==> src/design/gpio_de_pkg.sv <==
// Purpose: shared constants for the port D / port E pin block
// Assumes: APB with 32-bit data, one register per aligned word
// Notes:   register byte address is four times the register index
package gpio_de_pkg;

    localparam int unsigned ADDR_W = 8;
    localparam int unsigned PORT_W = 8;

    // register indices; byte address = index * 4
    localparam logic [ADDR_W-1:0] IDX_PORT_D_DATA      = 8'h03;
    localparam logic [ADDR_W-1:0] IDX_PORT_D_DIRECTION = 8'h07;
    localparam logic [ADDR_W-1:0] IDX_PORT_E_DATA      = 8'h08;
    localparam logic [ADDR_W-1:0] IDX_PORT_E_DIRECTION = 8'h0c;
    localparam logic [ADDR_W-1:0] IDX_PIN_FUNCTION     = 8'h10;

    localparam logic [ADDR_W-1:0] ADDR_PORT_D_DATA      = 8'h0c;
    localparam logic [ADDR_W-1:0] ADDR_PORT_D_DIRECTION = 8'h1c;
    localparam logic [ADDR_W-1:0] ADDR_PORT_E_DATA      = 8'h20;
    localparam logic [ADDR_W-1:0] ADDR_PORT_E_DIRECTION = 8'h30;
    localparam logic [ADDR_W-1:0] ADDR_PIN_FUNCTION     = 8'h40;

    localparam logic [PORT_W-1:0] DIRECTION_RESET = 8'h00;

    // pin function register layout
    localparam int unsigned FN_W            = 14;
    localparam int unsigned FN_TA_PSC_LSB   = 0;
    localparam int unsigned FN_TB_PSC_LSB   = 3;
    localparam int unsigned FN_SP_ENABLE    = 6;
    localparam int unsigned FN_SP_MASTER    = 7;
    localparam int unsigned FN_MODE_FAULT   = 8;
    localparam int unsigned FN_ELS0_LSB     = 9;
    localparam int unsigned FN_ELS1_LSB     = 11;
    localparam int unsigned FN_ASYNC_ENABLE = 13;
    localparam logic [FN_W-1:0] FN_RESET    = 14'h0000;

    localparam int unsigned PSC_W = 3;
    localparam int unsigned ELS_W = 2;
    // prescaler code that routes the external pin clock to a timer
    localparam logic [PSC_W-1:0] PSC_EXT_CLOCK = 3'h7;
    localparam logic [ELS_W-1:0] ELS_PIN_OFF = 2'h0;

    // pin positions
    localparam int unsigned PD_TIMER_A_CLK = 6;
    localparam int unsigned PD_TIMER_B_CLK = 4;
    localparam int unsigned PE_SCK  = 7;
    localparam int unsigned PE_MOSI = 6;
    localparam int unsigned PE_MISO = 5;
    localparam int unsigned PE_SS   = 4;
    localparam int unsigned PE_CH1  = 3;
    localparam int unsigned PE_CH0  = 2;
    localparam int unsigned PE_RXD  = 1;
    localparam int unsigned PE_TXD  = 0;

endpackage

==> src/design/gpio_ports_d_e.sv <==
// Purpose: port D and port E pin logic with peripheral sharing, APB regs
// Assumes: peripherals run on ref_clk; pins pass two flops before use
// Notes:   pin muxing is combinational from the function register
//
// Design decision made here: the APB interface to the registers.
`timescale 1ns/1ps
`default_nettype none
module gpio_ports_d_e #(
    parameter int unsigned PORT_W = gpio_de_pkg::PORT_W
) (
    input  wire logic                           ref_clk,
    input  wire logic                           rst_n,
    // apb slave
    input  wire logic                           psel,
    input  wire logic                           penable,
    input  wire logic                           pwrite,
    input  wire logic [gpio_de_pkg::ADDR_W-1:0] paddr,
    input  wire logic [31:0]                    pwdata,
    output logic      [31:0]                    prdata,
    output logic                                pready,
    output logic                                pslverr,
    // pins
    input  wire logic [PORT_W-1:0]              port_d_pin_in,
    output logic      [PORT_W-1:0]              port_d_pin_out,
    output logic      [PORT_W-1:0]              port_d_pin_oe_n,
    input  wire logic [PORT_W-1:0]              port_e_pin_in,
    output logic      [PORT_W-1:0]              port_e_pin_out,
    output logic      [PORT_W-1:0]              port_e_pin_oe_n,
    // control bits handed to the peripherals
    output logic      [gpio_de_pkg::PSC_W-1:0]  timer_a_prescaler_select,
    output logic      [gpio_de_pkg::PSC_W-1:0]  timer_b_prescaler_select,
    output logic                                serial_periph_enable,
    output logic                                serial_periph_master_sel,
    output logic                                mode_fault_enable,
    output logic      [gpio_de_pkg::ELS_W-1:0]  edge_level_select0,
    output logic      [gpio_de_pkg::ELS_W-1:0]  edge_level_select1,
    output logic                                async_serial_enable,
    // timer side
    output logic                                timer_a_ext_clock,
    output logic                                timer_b_ext_clock,
    input  wire logic [1:0]                     timer_a_channel_out,
    input  wire logic [1:0]                     timer_a_channel_drive,
    output logic      [1:0]                     timer_a_channel_in,
    // serial peripheral side
    input  wire logic                           serial_periph_clock_out,
    output logic                                serial_periph_clock_in,
    input  wire logic                           serial_periph_mosi_out,
    output logic                                serial_periph_mosi_in,
    input  wire logic                           serial_periph_miso_out,
    output logic                                serial_periph_miso_in,
    output logic                                serial_periph_ss_in,
    // async serial side
    input  wire logic                           async_serial_txd,
    output logic                                async_serial_rxd
);

    logic [PORT_W-1:0]            port_d_data_q;
    logic [PORT_W-1:0]            port_d_direction_q;
    logic [PORT_W-1:0]            port_e_data_q;
    logic [PORT_W-1:0]            port_e_direction_q;
    logic [gpio_de_pkg::FN_W-1:0] pin_function_q;
    logic [31:0]                  prdata_q;
    logic [PORT_W-1:0]            port_d_sync;
    logic [PORT_W-1:0]            port_e_sync;

    pin_sync #(
        .WIDTH    (PORT_W)
    ) u_sync_d (
        .ref_clk  (ref_clk),
        .rst_n    (rst_n),
        .async_in (port_d_pin_in),
        .sync_out (port_d_sync)
    );

    pin_sync #(
        .WIDTH    (PORT_W)
    ) u_sync_e (
        .ref_clk  (ref_clk),
        .rst_n    (rst_n),
        .async_in (port_e_pin_in),
        .sync_out (port_e_sync)
    );

    // address decode
    wire setup_phase  = psel & ~penable;
    wire access_phase = psel & penable;
    wire hit_d_data   = (paddr == gpio_de_pkg::ADDR_PORT_D_DATA);
    wire hit_d_dir    = (paddr == gpio_de_pkg::ADDR_PORT_D_DIRECTION);
    wire hit_e_data   = (paddr == gpio_de_pkg::ADDR_PORT_E_DATA);
    wire hit_e_dir    = (paddr == gpio_de_pkg::ADDR_PORT_E_DIRECTION);
    wire hit_fn       = (paddr == gpio_de_pkg::ADDR_PIN_FUNCTION);
    wire addr_hit     = hit_d_data | hit_d_dir | hit_e_data | hit_e_dir
                      | hit_fn;
    wire wr_en        = access_phase & pwrite & addr_hit;
    wire wr_d_data    = wr_en & hit_d_data;
    wire wr_d_dir     = wr_en & hit_d_dir;
    wire wr_e_data    = wr_en & hit_e_data;
    wire wr_e_dir     = wr_en & hit_e_dir;
    wire wr_fn        = wr_en & hit_fn;

    // zero wait states; unmapped addresses answer with an error
    assign pready  = access_phase;
    assign pslverr = access_phase & ~addr_hit;
    assign prdata  = prdata_q;

    // function register fields
    wire [gpio_de_pkg::PSC_W-1:0] psc_a =
        pin_function_q[gpio_de_pkg::FN_TA_PSC_LSB +: gpio_de_pkg::PSC_W];
    wire [gpio_de_pkg::PSC_W-1:0] psc_b =
        pin_function_q[gpio_de_pkg::FN_TB_PSC_LSB +: gpio_de_pkg::PSC_W];
    wire [gpio_de_pkg::ELS_W-1:0] els0 =
        pin_function_q[gpio_de_pkg::FN_ELS0_LSB +: gpio_de_pkg::ELS_W];
    wire [gpio_de_pkg::ELS_W-1:0] els1 =
        pin_function_q[gpio_de_pkg::FN_ELS1_LSB +: gpio_de_pkg::ELS_W];
    wire sp_en   = pin_function_q[gpio_de_pkg::FN_SP_ENABLE];
    wire sp_mstr = pin_function_q[gpio_de_pkg::FN_SP_MASTER];
    wire mf_en   = pin_function_q[gpio_de_pkg::FN_MODE_FAULT];
    wire as_en   = pin_function_q[gpio_de_pkg::FN_ASYNC_ENABLE];

    assign timer_a_prescaler_select = psc_a;
    assign timer_b_prescaler_select = psc_b;
    assign serial_periph_enable     = sp_en;
    assign serial_periph_master_sel = sp_mstr;
    assign mode_fault_enable        = mf_en;
    assign edge_level_select0       = els0;
    assign edge_level_select1       = els1;
    assign async_serial_enable      = as_en;

    // port D: timer clock pins
    wire ta_ext_sel = (psc_a == gpio_de_pkg::PSC_EXT_CLOCK);
    wire tb_ext_sel = (psc_b == gpio_de_pkg::PSC_EXT_CLOCK);

    logic [PORT_W-1:0] port_d_taken;
    always_comb
    begin
        port_d_taken = '0;
        port_d_taken[gpio_de_pkg::PD_TIMER_A_CLK] = ta_ext_sel;
        port_d_taken[gpio_de_pkg::PD_TIMER_B_CLK] = tb_ext_sel;
    end

    // taken pins are inputs whatever the direction bit
    wire [PORT_W-1:0] port_d_drive =
        port_d_direction_q & ~port_d_taken;
    assign port_d_pin_out  = port_d_data_q;
    assign port_d_pin_oe_n = ~port_d_drive;

    assign timer_a_ext_clock = port_d_sync[gpio_de_pkg::PD_TIMER_A_CLK];
    assign timer_b_ext_clock = port_d_sync[gpio_de_pkg::PD_TIMER_B_CLK];

    // taken pins with direction clear read zero rather than the pin
    wire [PORT_W-1:0] port_d_read =
        (port_d_direction_q & port_d_data_q)
      | (~port_d_direction_q & ~port_d_taken & port_d_sync);

    // port E: which pins a peripheral owns
    wire ss_used  = sp_en & ~(sp_mstr & ~mf_en);
    wire ch0_used = (els0 != gpio_de_pkg::ELS_PIN_OFF);
    wire ch1_used = (els1 != gpio_de_pkg::ELS_PIN_OFF);

    logic [PORT_W-1:0] port_e_taken;
    logic [PORT_W-1:0] port_e_periph_drive;
    logic [PORT_W-1:0] port_e_periph_value;
    always_comb
    begin
        port_e_taken        = '0;
        port_e_periph_drive = '0;
        port_e_periph_value = '0;
        // serial clock follows master select
        port_e_taken[gpio_de_pkg::PE_SCK]        = sp_en;
        port_e_periph_drive[gpio_de_pkg::PE_SCK] = sp_en & sp_mstr;
        port_e_periph_value[gpio_de_pkg::PE_SCK] = serial_periph_clock_out;
        port_e_taken[gpio_de_pkg::PE_MOSI]        = sp_en;
        port_e_periph_drive[gpio_de_pkg::PE_MOSI] = sp_en & sp_mstr;
        port_e_periph_value[gpio_de_pkg::PE_MOSI] = serial_periph_mosi_out;
        port_e_taken[gpio_de_pkg::PE_MISO]        = sp_en;
        port_e_periph_drive[gpio_de_pkg::PE_MISO] = sp_en & ~sp_mstr;
        port_e_periph_value[gpio_de_pkg::PE_MISO] = serial_periph_miso_out;
        // slave select is an input whenever the serial peripheral owns it
        port_e_taken[gpio_de_pkg::PE_SS] = ss_used;
        port_e_taken[gpio_de_pkg::PE_CH1]        = ch1_used;
        port_e_periph_drive[gpio_de_pkg::PE_CH1] =
            ch1_used & timer_a_channel_drive[1];
        port_e_periph_value[gpio_de_pkg::PE_CH1] = timer_a_channel_out[1];
        port_e_taken[gpio_de_pkg::PE_CH0]        = ch0_used;
        port_e_periph_drive[gpio_de_pkg::PE_CH0] =
            ch0_used & timer_a_channel_drive[0];
        port_e_periph_value[gpio_de_pkg::PE_CH0] = timer_a_channel_out[0];
        port_e_taken[gpio_de_pkg::PE_RXD] = as_en;
        port_e_taken[gpio_de_pkg::PE_TXD]        = as_en;
        port_e_periph_drive[gpio_de_pkg::PE_TXD] = as_en;
        port_e_periph_value[gpio_de_pkg::PE_TXD] = async_serial_txd;
    end

    // direction bits only set the drivers on pins no peripheral owns
    wire [PORT_W-1:0] port_e_drive =
        (port_e_taken & port_e_periph_drive)
      | (~port_e_taken & port_e_direction_q);
    assign port_e_pin_out =
        (port_e_taken & port_e_periph_value)
      | (~port_e_taken & port_e_data_q);
    assign port_e_pin_oe_n = ~port_e_drive;

    // reads pick latch or pin even on peripheral pins
    wire [PORT_W-1:0] port_e_read =
        (port_e_direction_q & port_e_data_q)
      | (~port_e_direction_q & port_e_sync);

    assign serial_periph_clock_in = port_e_sync[gpio_de_pkg::PE_SCK];
    assign serial_periph_mosi_in  = port_e_sync[gpio_de_pkg::PE_MOSI];
    assign serial_periph_miso_in  = port_e_sync[gpio_de_pkg::PE_MISO];
    assign serial_periph_ss_in    = port_e_sync[gpio_de_pkg::PE_SS];
    assign timer_a_channel_in     =
        port_e_sync[gpio_de_pkg::PE_CH0 +: 2];
    assign async_serial_rxd       = port_e_sync[gpio_de_pkg::PE_RXD];

    // read mux
    logic [31:0] read_value;
    always_comb
    begin
        read_value = 32'h0000_0000;
        if (hit_d_data)
            read_value[PORT_W-1:0] = port_d_read;
        else if (hit_d_dir)
            read_value[PORT_W-1:0] = port_d_direction_q;
        else if (hit_e_data)
            read_value[PORT_W-1:0] = port_e_read;
        else if (hit_e_dir)
            read_value[PORT_W-1:0] = port_e_direction_q;
        else if (hit_fn)
            read_value[gpio_de_pkg::FN_W-1:0] = pin_function_q;
    end

    // read data captured in the setup cycle, held through access
    always_ff @(posedge ref_clk or negedge rst_n)
    begin
        if (!rst_n)
            prdata_q <= 32'h0000_0000;
        else if (setup_phase && !pwrite)
            prdata_q <= read_value;
    end

    // data latches have no reset: contents survive a reset
    always_ff @(posedge ref_clk)
    begin
        if (wr_d_data)
            port_d_data_q <= pwdata[PORT_W-1:0];
        if (wr_e_data)
            port_e_data_q <= pwdata[PORT_W-1:0];
    end

    // writing data before direction avoids a glitch; software's job
    always_ff @(posedge ref_clk or negedge rst_n)
    begin
        if (!rst_n)
        begin
            port_d_direction_q <= gpio_de_pkg::DIRECTION_RESET;
            port_e_direction_q <= gpio_de_pkg::DIRECTION_RESET;
            pin_function_q     <= gpio_de_pkg::FN_RESET;
        end
        else
        begin
            if (wr_d_dir)
                port_d_direction_q <= pwdata[PORT_W-1:0];
            if (wr_e_dir)
                port_e_direction_q <= pwdata[PORT_W-1:0];
            if (wr_fn)
                pin_function_q <= pwdata[gpio_de_pkg::FN_W-1:0];
        end
    end

endmodule
`default_nettype wire

==> src/design/pin_sync.sv <==
// Purpose: two-stage synchroniser for a bus of pin levels
// Assumes: pins are asynchronous to ref_clk
// Notes:   first stage feeds only the second stage
`timescale 1ns/1ps
`default_nettype none
module pin_sync #(
    parameter int unsigned WIDTH = 8
) (
    input  wire logic             ref_clk,
    input  wire logic             rst_n,
    input  wire logic [WIDTH-1:0] async_in,
    output logic      [WIDTH-1:0] sync_out
);

    logic [WIDTH-1:0] meta_q;
    logic [WIDTH-1:0] sync_q;

    always_ff @(posedge ref_clk or negedge rst_n)
    begin
        if (!rst_n)
        begin
            meta_q <= '0;
            sync_q <= '0;
        end
        else
        begin
            meta_q <= async_in;
            sync_q <= meta_q;
        end
    end

    assign sync_out = sync_q;

endmodule
`default_nettype wire

==> config.mk <==
export PLATFORM = sky130hd
export DESIGN_NAME = gpio_ports_d_e
export DESIGN_NICKNAME = d
export VERILOG_FILES = /design/src/design/gpio_de_pkg.sv /design/src/design/gpio_ports_d_e.sv /design/src/design/pin_sync.sv
export SDC_FILE = /design/constraint.sdc
export NUM_CORES = 1
export LEC_CHECK = 0
export ABC_AREA = 1
export BUFFER_PORTS_ARGS = -buffer_cell sky130_fd_sc_hd__buf_2
export CAP_MARGIN = 25
export CORE_AREA = 2 2 96 98
export DETAILED_ROUTE_END_ITERATION = 10
export DIE_AREA = 0 0 98 100
export HOLD_SLACK_MARGIN = 0.03
export PLACE_DENSITY = 0.86
export REMOVE_ABC_BUFFERS = 1
export SLEW_MARGIN = 20
export SYNTH_ARGS = -nofsm -noshare
export SYNTH_HDL_FRONTEND = slang
export SYNTH_SLANG_ARGS = --single-unit
==> constraint.sdc <==
create_clock -name ref_clk -period 1.47 [get_ports ref_clk]
set_clock_uncertainty 0.2 [all_clocks]
set_input_delay 0.0735 -clock ref_clk [delete_from_list [all_inputs] [get_ports ref_clk]]
set_output_delay 0.0735 -clock ref_clk [all_outputs]
set_load 0.05 [all_outputs]
==> flow_results.org <==
** CTS
- Sinks on the clock net :: 92
- Deepest level of the CTS H-tree :: 3
- CTS tree :: done
- Clock-pin slew was measured on the worst setup and hold paths at 0.09 ns.
- Clock buffer depth :: 2
- Clock tree synthesis inserted a total of 9 buffers.
- CTS Hold Buffers Added :: 33
- Buffer cell driving the clock tree root :: sky130_fd_sc_hd__clkbuf_8
- Latest clock arrival within the worst-skew pair :: about 0.37 ns

** Cells and area
- The multi-input combinational cells in the finished layout cover a total of between 1500 and 2000 µm².
- Once layout is complete, the cells apart from fillers number 752.
- Final Cell Area :: 5970 µm²
- The area growth from synthesis to layout is 42.4%.
- Antenna cells :: 0
- In the final layout, flip-flops and latches occupy 2380 µm².
- The post-route netlist has about 40% of its cells at a drive strength greater than 1.
- After filler insertion, the fill cell instance count of the layout stands at 594.
- For this run, the post-layout net count is 705.

** Timing
- Across all setup checks in the final design, the least slack found is -0.217 ns.
- Setup repair after global routing missed its margin :: true
- Adding up every negative setup slack in the final design gives -2.05 ns.
- The max-slew violation count came to 0.
- Static timing analysis puts the maximum clock frequency at 593 MHz.
- Subtracting the final worst setup slack from the clock period gives 1.69 ns.
- After layout, the worst path uses 115% of the clock period.
- The hold violation total from the final report was 25.
- Setup violations remaining at the end of the flow were counted as 14.
- Worst hold margin :: -0.0405 ns

** Yosys
- Summed over all instances, the cell type with the most area after synthesis is sky130_fd_sc_hd__dfrtp_1.
- Sequential elements use 56.9% of the synthesized area.
- After synthesis the cells add up to 4190 µm².
- The top cell type by area accounts for 45.4% of the synthesized area.
- Synth top area cells :: sky130_fd_sc_hd__dfrtp_1 45%, sky130_fd_sc_hd__edfxtp_1 11%, sky130_fd_sc_hd__nand2_1 11%, sky130_fd_sc_hd__buf_4 3.8%, sky130_fd_sc_hd__inv_1 3.5%
- Number of warning messages in the yosys log :: 0
- After synthesis, the netlist uses 33 different library cells.
- In this run, synthesis produced a sequential element count of 92.
- The average instance in the mapped netlist occupies 9.54 µm².
- Counting every instance in the synthesized netlist gives 439.

** Power and ir drop
- Fraction of power consumed by combinational cells :: 13.4%
- The share of total power dissipated in sequential elements is between 50% and 60%.
- For this design the ratio of total power to cell area is 849 nW/µm².
- Clock power frac :: between 30% and 40%
- Pleak :: 0.00306 µW
- The internal power of the cells totals 3650 µW.
- Net Switching :: approximately 1400 µW
- IR Drop Worst-Case VDD :: 0.534 mV
- Of the total power, the share spent switching nets is about 28%.

** Setup path
- For this design, the slowest cell found on the critical path is sky130_fd_sc_hd__dfrtp_1.
- Highest cell delay on the worst timing path :: 0.45 ns
- The worst setup path is captured at an output pin.
- Startpoint Class :: register
- Maximum net fanout on the critical path :: 3
- Walking the worst path, the cells encountered are inv_2 > nor2_4 > a21oi_2 > and2_1 > buf_6.
- Crit path buffers/inverters :: 2
- STA puts the critical path data arrival time at 1.41 ns.
- Critical R2R Launch :: port_e_data_q[6]$_DFFE_PP_
- Top delay family on crit path :: flip-flops
- Worst Path Required :: 1.20 ns
- The most critical setup path has its startpoint at pin_function_q[6]$_DFFE_PN0P_.
- The worst setup path is of the reg -> out kind.

** Floorplan
- The die covers 9800 µm².
- Number of rows created at floorplan :: 35
- I/O pin cnt :: 158
- The initial utilization of the core area, before any placement, comes to a little under half.
- The die is ~100 µm tall.
- The floorplan step defined a core boundary enclosing around 8900 µm².
- Width of the chip :: 98 µm

** Place
- Number of I/O port buffers :: roughly 120
- GP Congestion :: 0.898
- HPWL after DPL :: 7.88 mm
- After detailed placement, the total cell area comes to 5010 µm².
- After detailed placement, the design holds a cell count of about 680.

** Run status
- Status :: finished with violations
- The final reports fail on hold timing, setup timing.

** Routing
- For this block, the initial DRC count from the detailed router was around 340.
- Post-DRT Antenna Nets :: 0
- In the routed design, unresolved DRC markers number 0.
- Avg Vias per Cell :: 5.24
- After detailed routing, the total wire length is 12.8 mm.
- The first detailed-routing pass ran for 5 iterations.
- Vias after detailed routing :: 3944
- Dividing the detail-routed wire length by the instance count gives 17.0 µm.

** Global routing
- Via count of the first global-routing pass :: 3955
- Global routing finished with a remaining overflow of 0.
- Maximum number of pins on one net before global-route repair :: 34
- Antenna violations before repair :: 0
- The first global-routing pass estimated 19.2 mm of wire.
- Across every metal layer, demand over resource in global routing totals 25.1%.

** Run
- Count of maximum capacitance violations :: 0

** Hold path
- The tightest min-delay check is of the in -> async type.
==> power by group through the flow <==
stage | clock network, µW | registers, µW | logic [µW]
global route | 1820 | 2680 | 721
floorplan | 0 | 2790 | 259
CTS | 1700 | 2670 | 649
global placement | 0 | 2720 | 539
detailed placement | 0 | 2730 | 550
finish | 1710 | 2680 | 679
==> layout by cell type (no fill, tap or decap), types with 19 or more instances in the layout <==
cell type                       Yosys  layout
sky130_fd_sc_hd__buf_2              2      95
sky130_fd_sc_hd__buf_4             21      41
sky130_fd_sc_hd__buf_6              5      19
sky130_fd_sc_hd__dfrtp_1           76      74
sky130_fd_sc_hd__dlygate4sd3_1      0      32
sky130_fd_sc_hd__inv_1             39      36
sky130_fd_sc_hd__nand2_1          122     110
sky130_fd_sc_hd__nor2_1            35      30
sky130_fd_sc_hd__o21ai_1           18      19
==> stage by stage <==
step           hold slack (ns)  setup slack [ns]  total power [µW]  util (%)
2_1_floorplan           -0.422            -0.615              3050         -
3_3_place_gp            -0.190           -0.0816              3260      56.4
3_5_place_dp            -0.191            -0.103              3270      56.4
4_1_cts                -0.0406            -0.238              5030      64.9
5_1_grt                -0.0252            -0.266              5220      67.1
6_report               -0.0405            -0.217              5060      67.1
==> what timing repair did <==
item                                   CTS  global route
endpoints found under the hold margin  145            25
gates resized for setup                 60            36
setup endpoints to repair               19            69
gates cloned                             0             0
setup buffers                            9            10
pin swaps                                8             8
==> per-layer routing <==
metal  vias to the layer above  global-route usage [%]  wire length [µm]
met5                         -                       0                 0
met4                         0                    12.9               608
met2                       294                    42.3              6240
met3                        65                    5.92              1290
li1                       1754                       -                 -
met1                      1831                    30.2              4620
==> kinds of logic after synthesis <==
group / after synthesis / synth area share, %
AO/OA/AOI/OAI: 55 / 7.86
buffers and inverters: 75 / 9.62
flip-flops: 92 / 56.9
multiplexers: 4 / 1.02
other: 1 / 0.0895
AND/OR/NAND/NOR: 212 / 24.6
==> synth_stat cells, drive strengths merged <==
library cell,n
clkbuf,1
buf,28
nand3b,2
a31oi,1
o21ai,44
edfxtp,16
nand2,128
nor2,48
a21oi,10
dfrtp,76
clkinv,1
and2,1
nand3,24
conb,1
inv,45
mux2,2
nor3,1
mux2i,2
nand4,8
==> area by class of cell <==
class                      instances  share of cell area, %
clock buffer                       9                   2.08
clock inverter                     7                   1.13
inverter                          46                   2.94
multi-input combinational        289                   26.8
sequential                        92                   40.0
tap                              111                   2.33
timing repair buffer             198                   24.8
==> final timing paths <==
kind | to | slack (ns) | cells past startpoint
worst max-delay path | port_e_pin_out[4] | -0.22 | 5
worst min-delay path | u_sync_e.meta_q[1]$_DFF_PN0_ | -0.04 | 2
worst max register to register | prdata[6]$_DFFE_PN0P_ | 0.11 | 8
worst min register to register | u_sync_d.sync_out[1]$_DFF_PN0_ | 0.15 | 0
max in group asynchronous | prdata[5]$_DFFE_PN0P_ | 0.53 | 3
min in group ref_clk | prdata[6]$_DFFE_PN0P_ | 0.08 | 5
No activity file was read; power rests on OpenSTA's default activity.
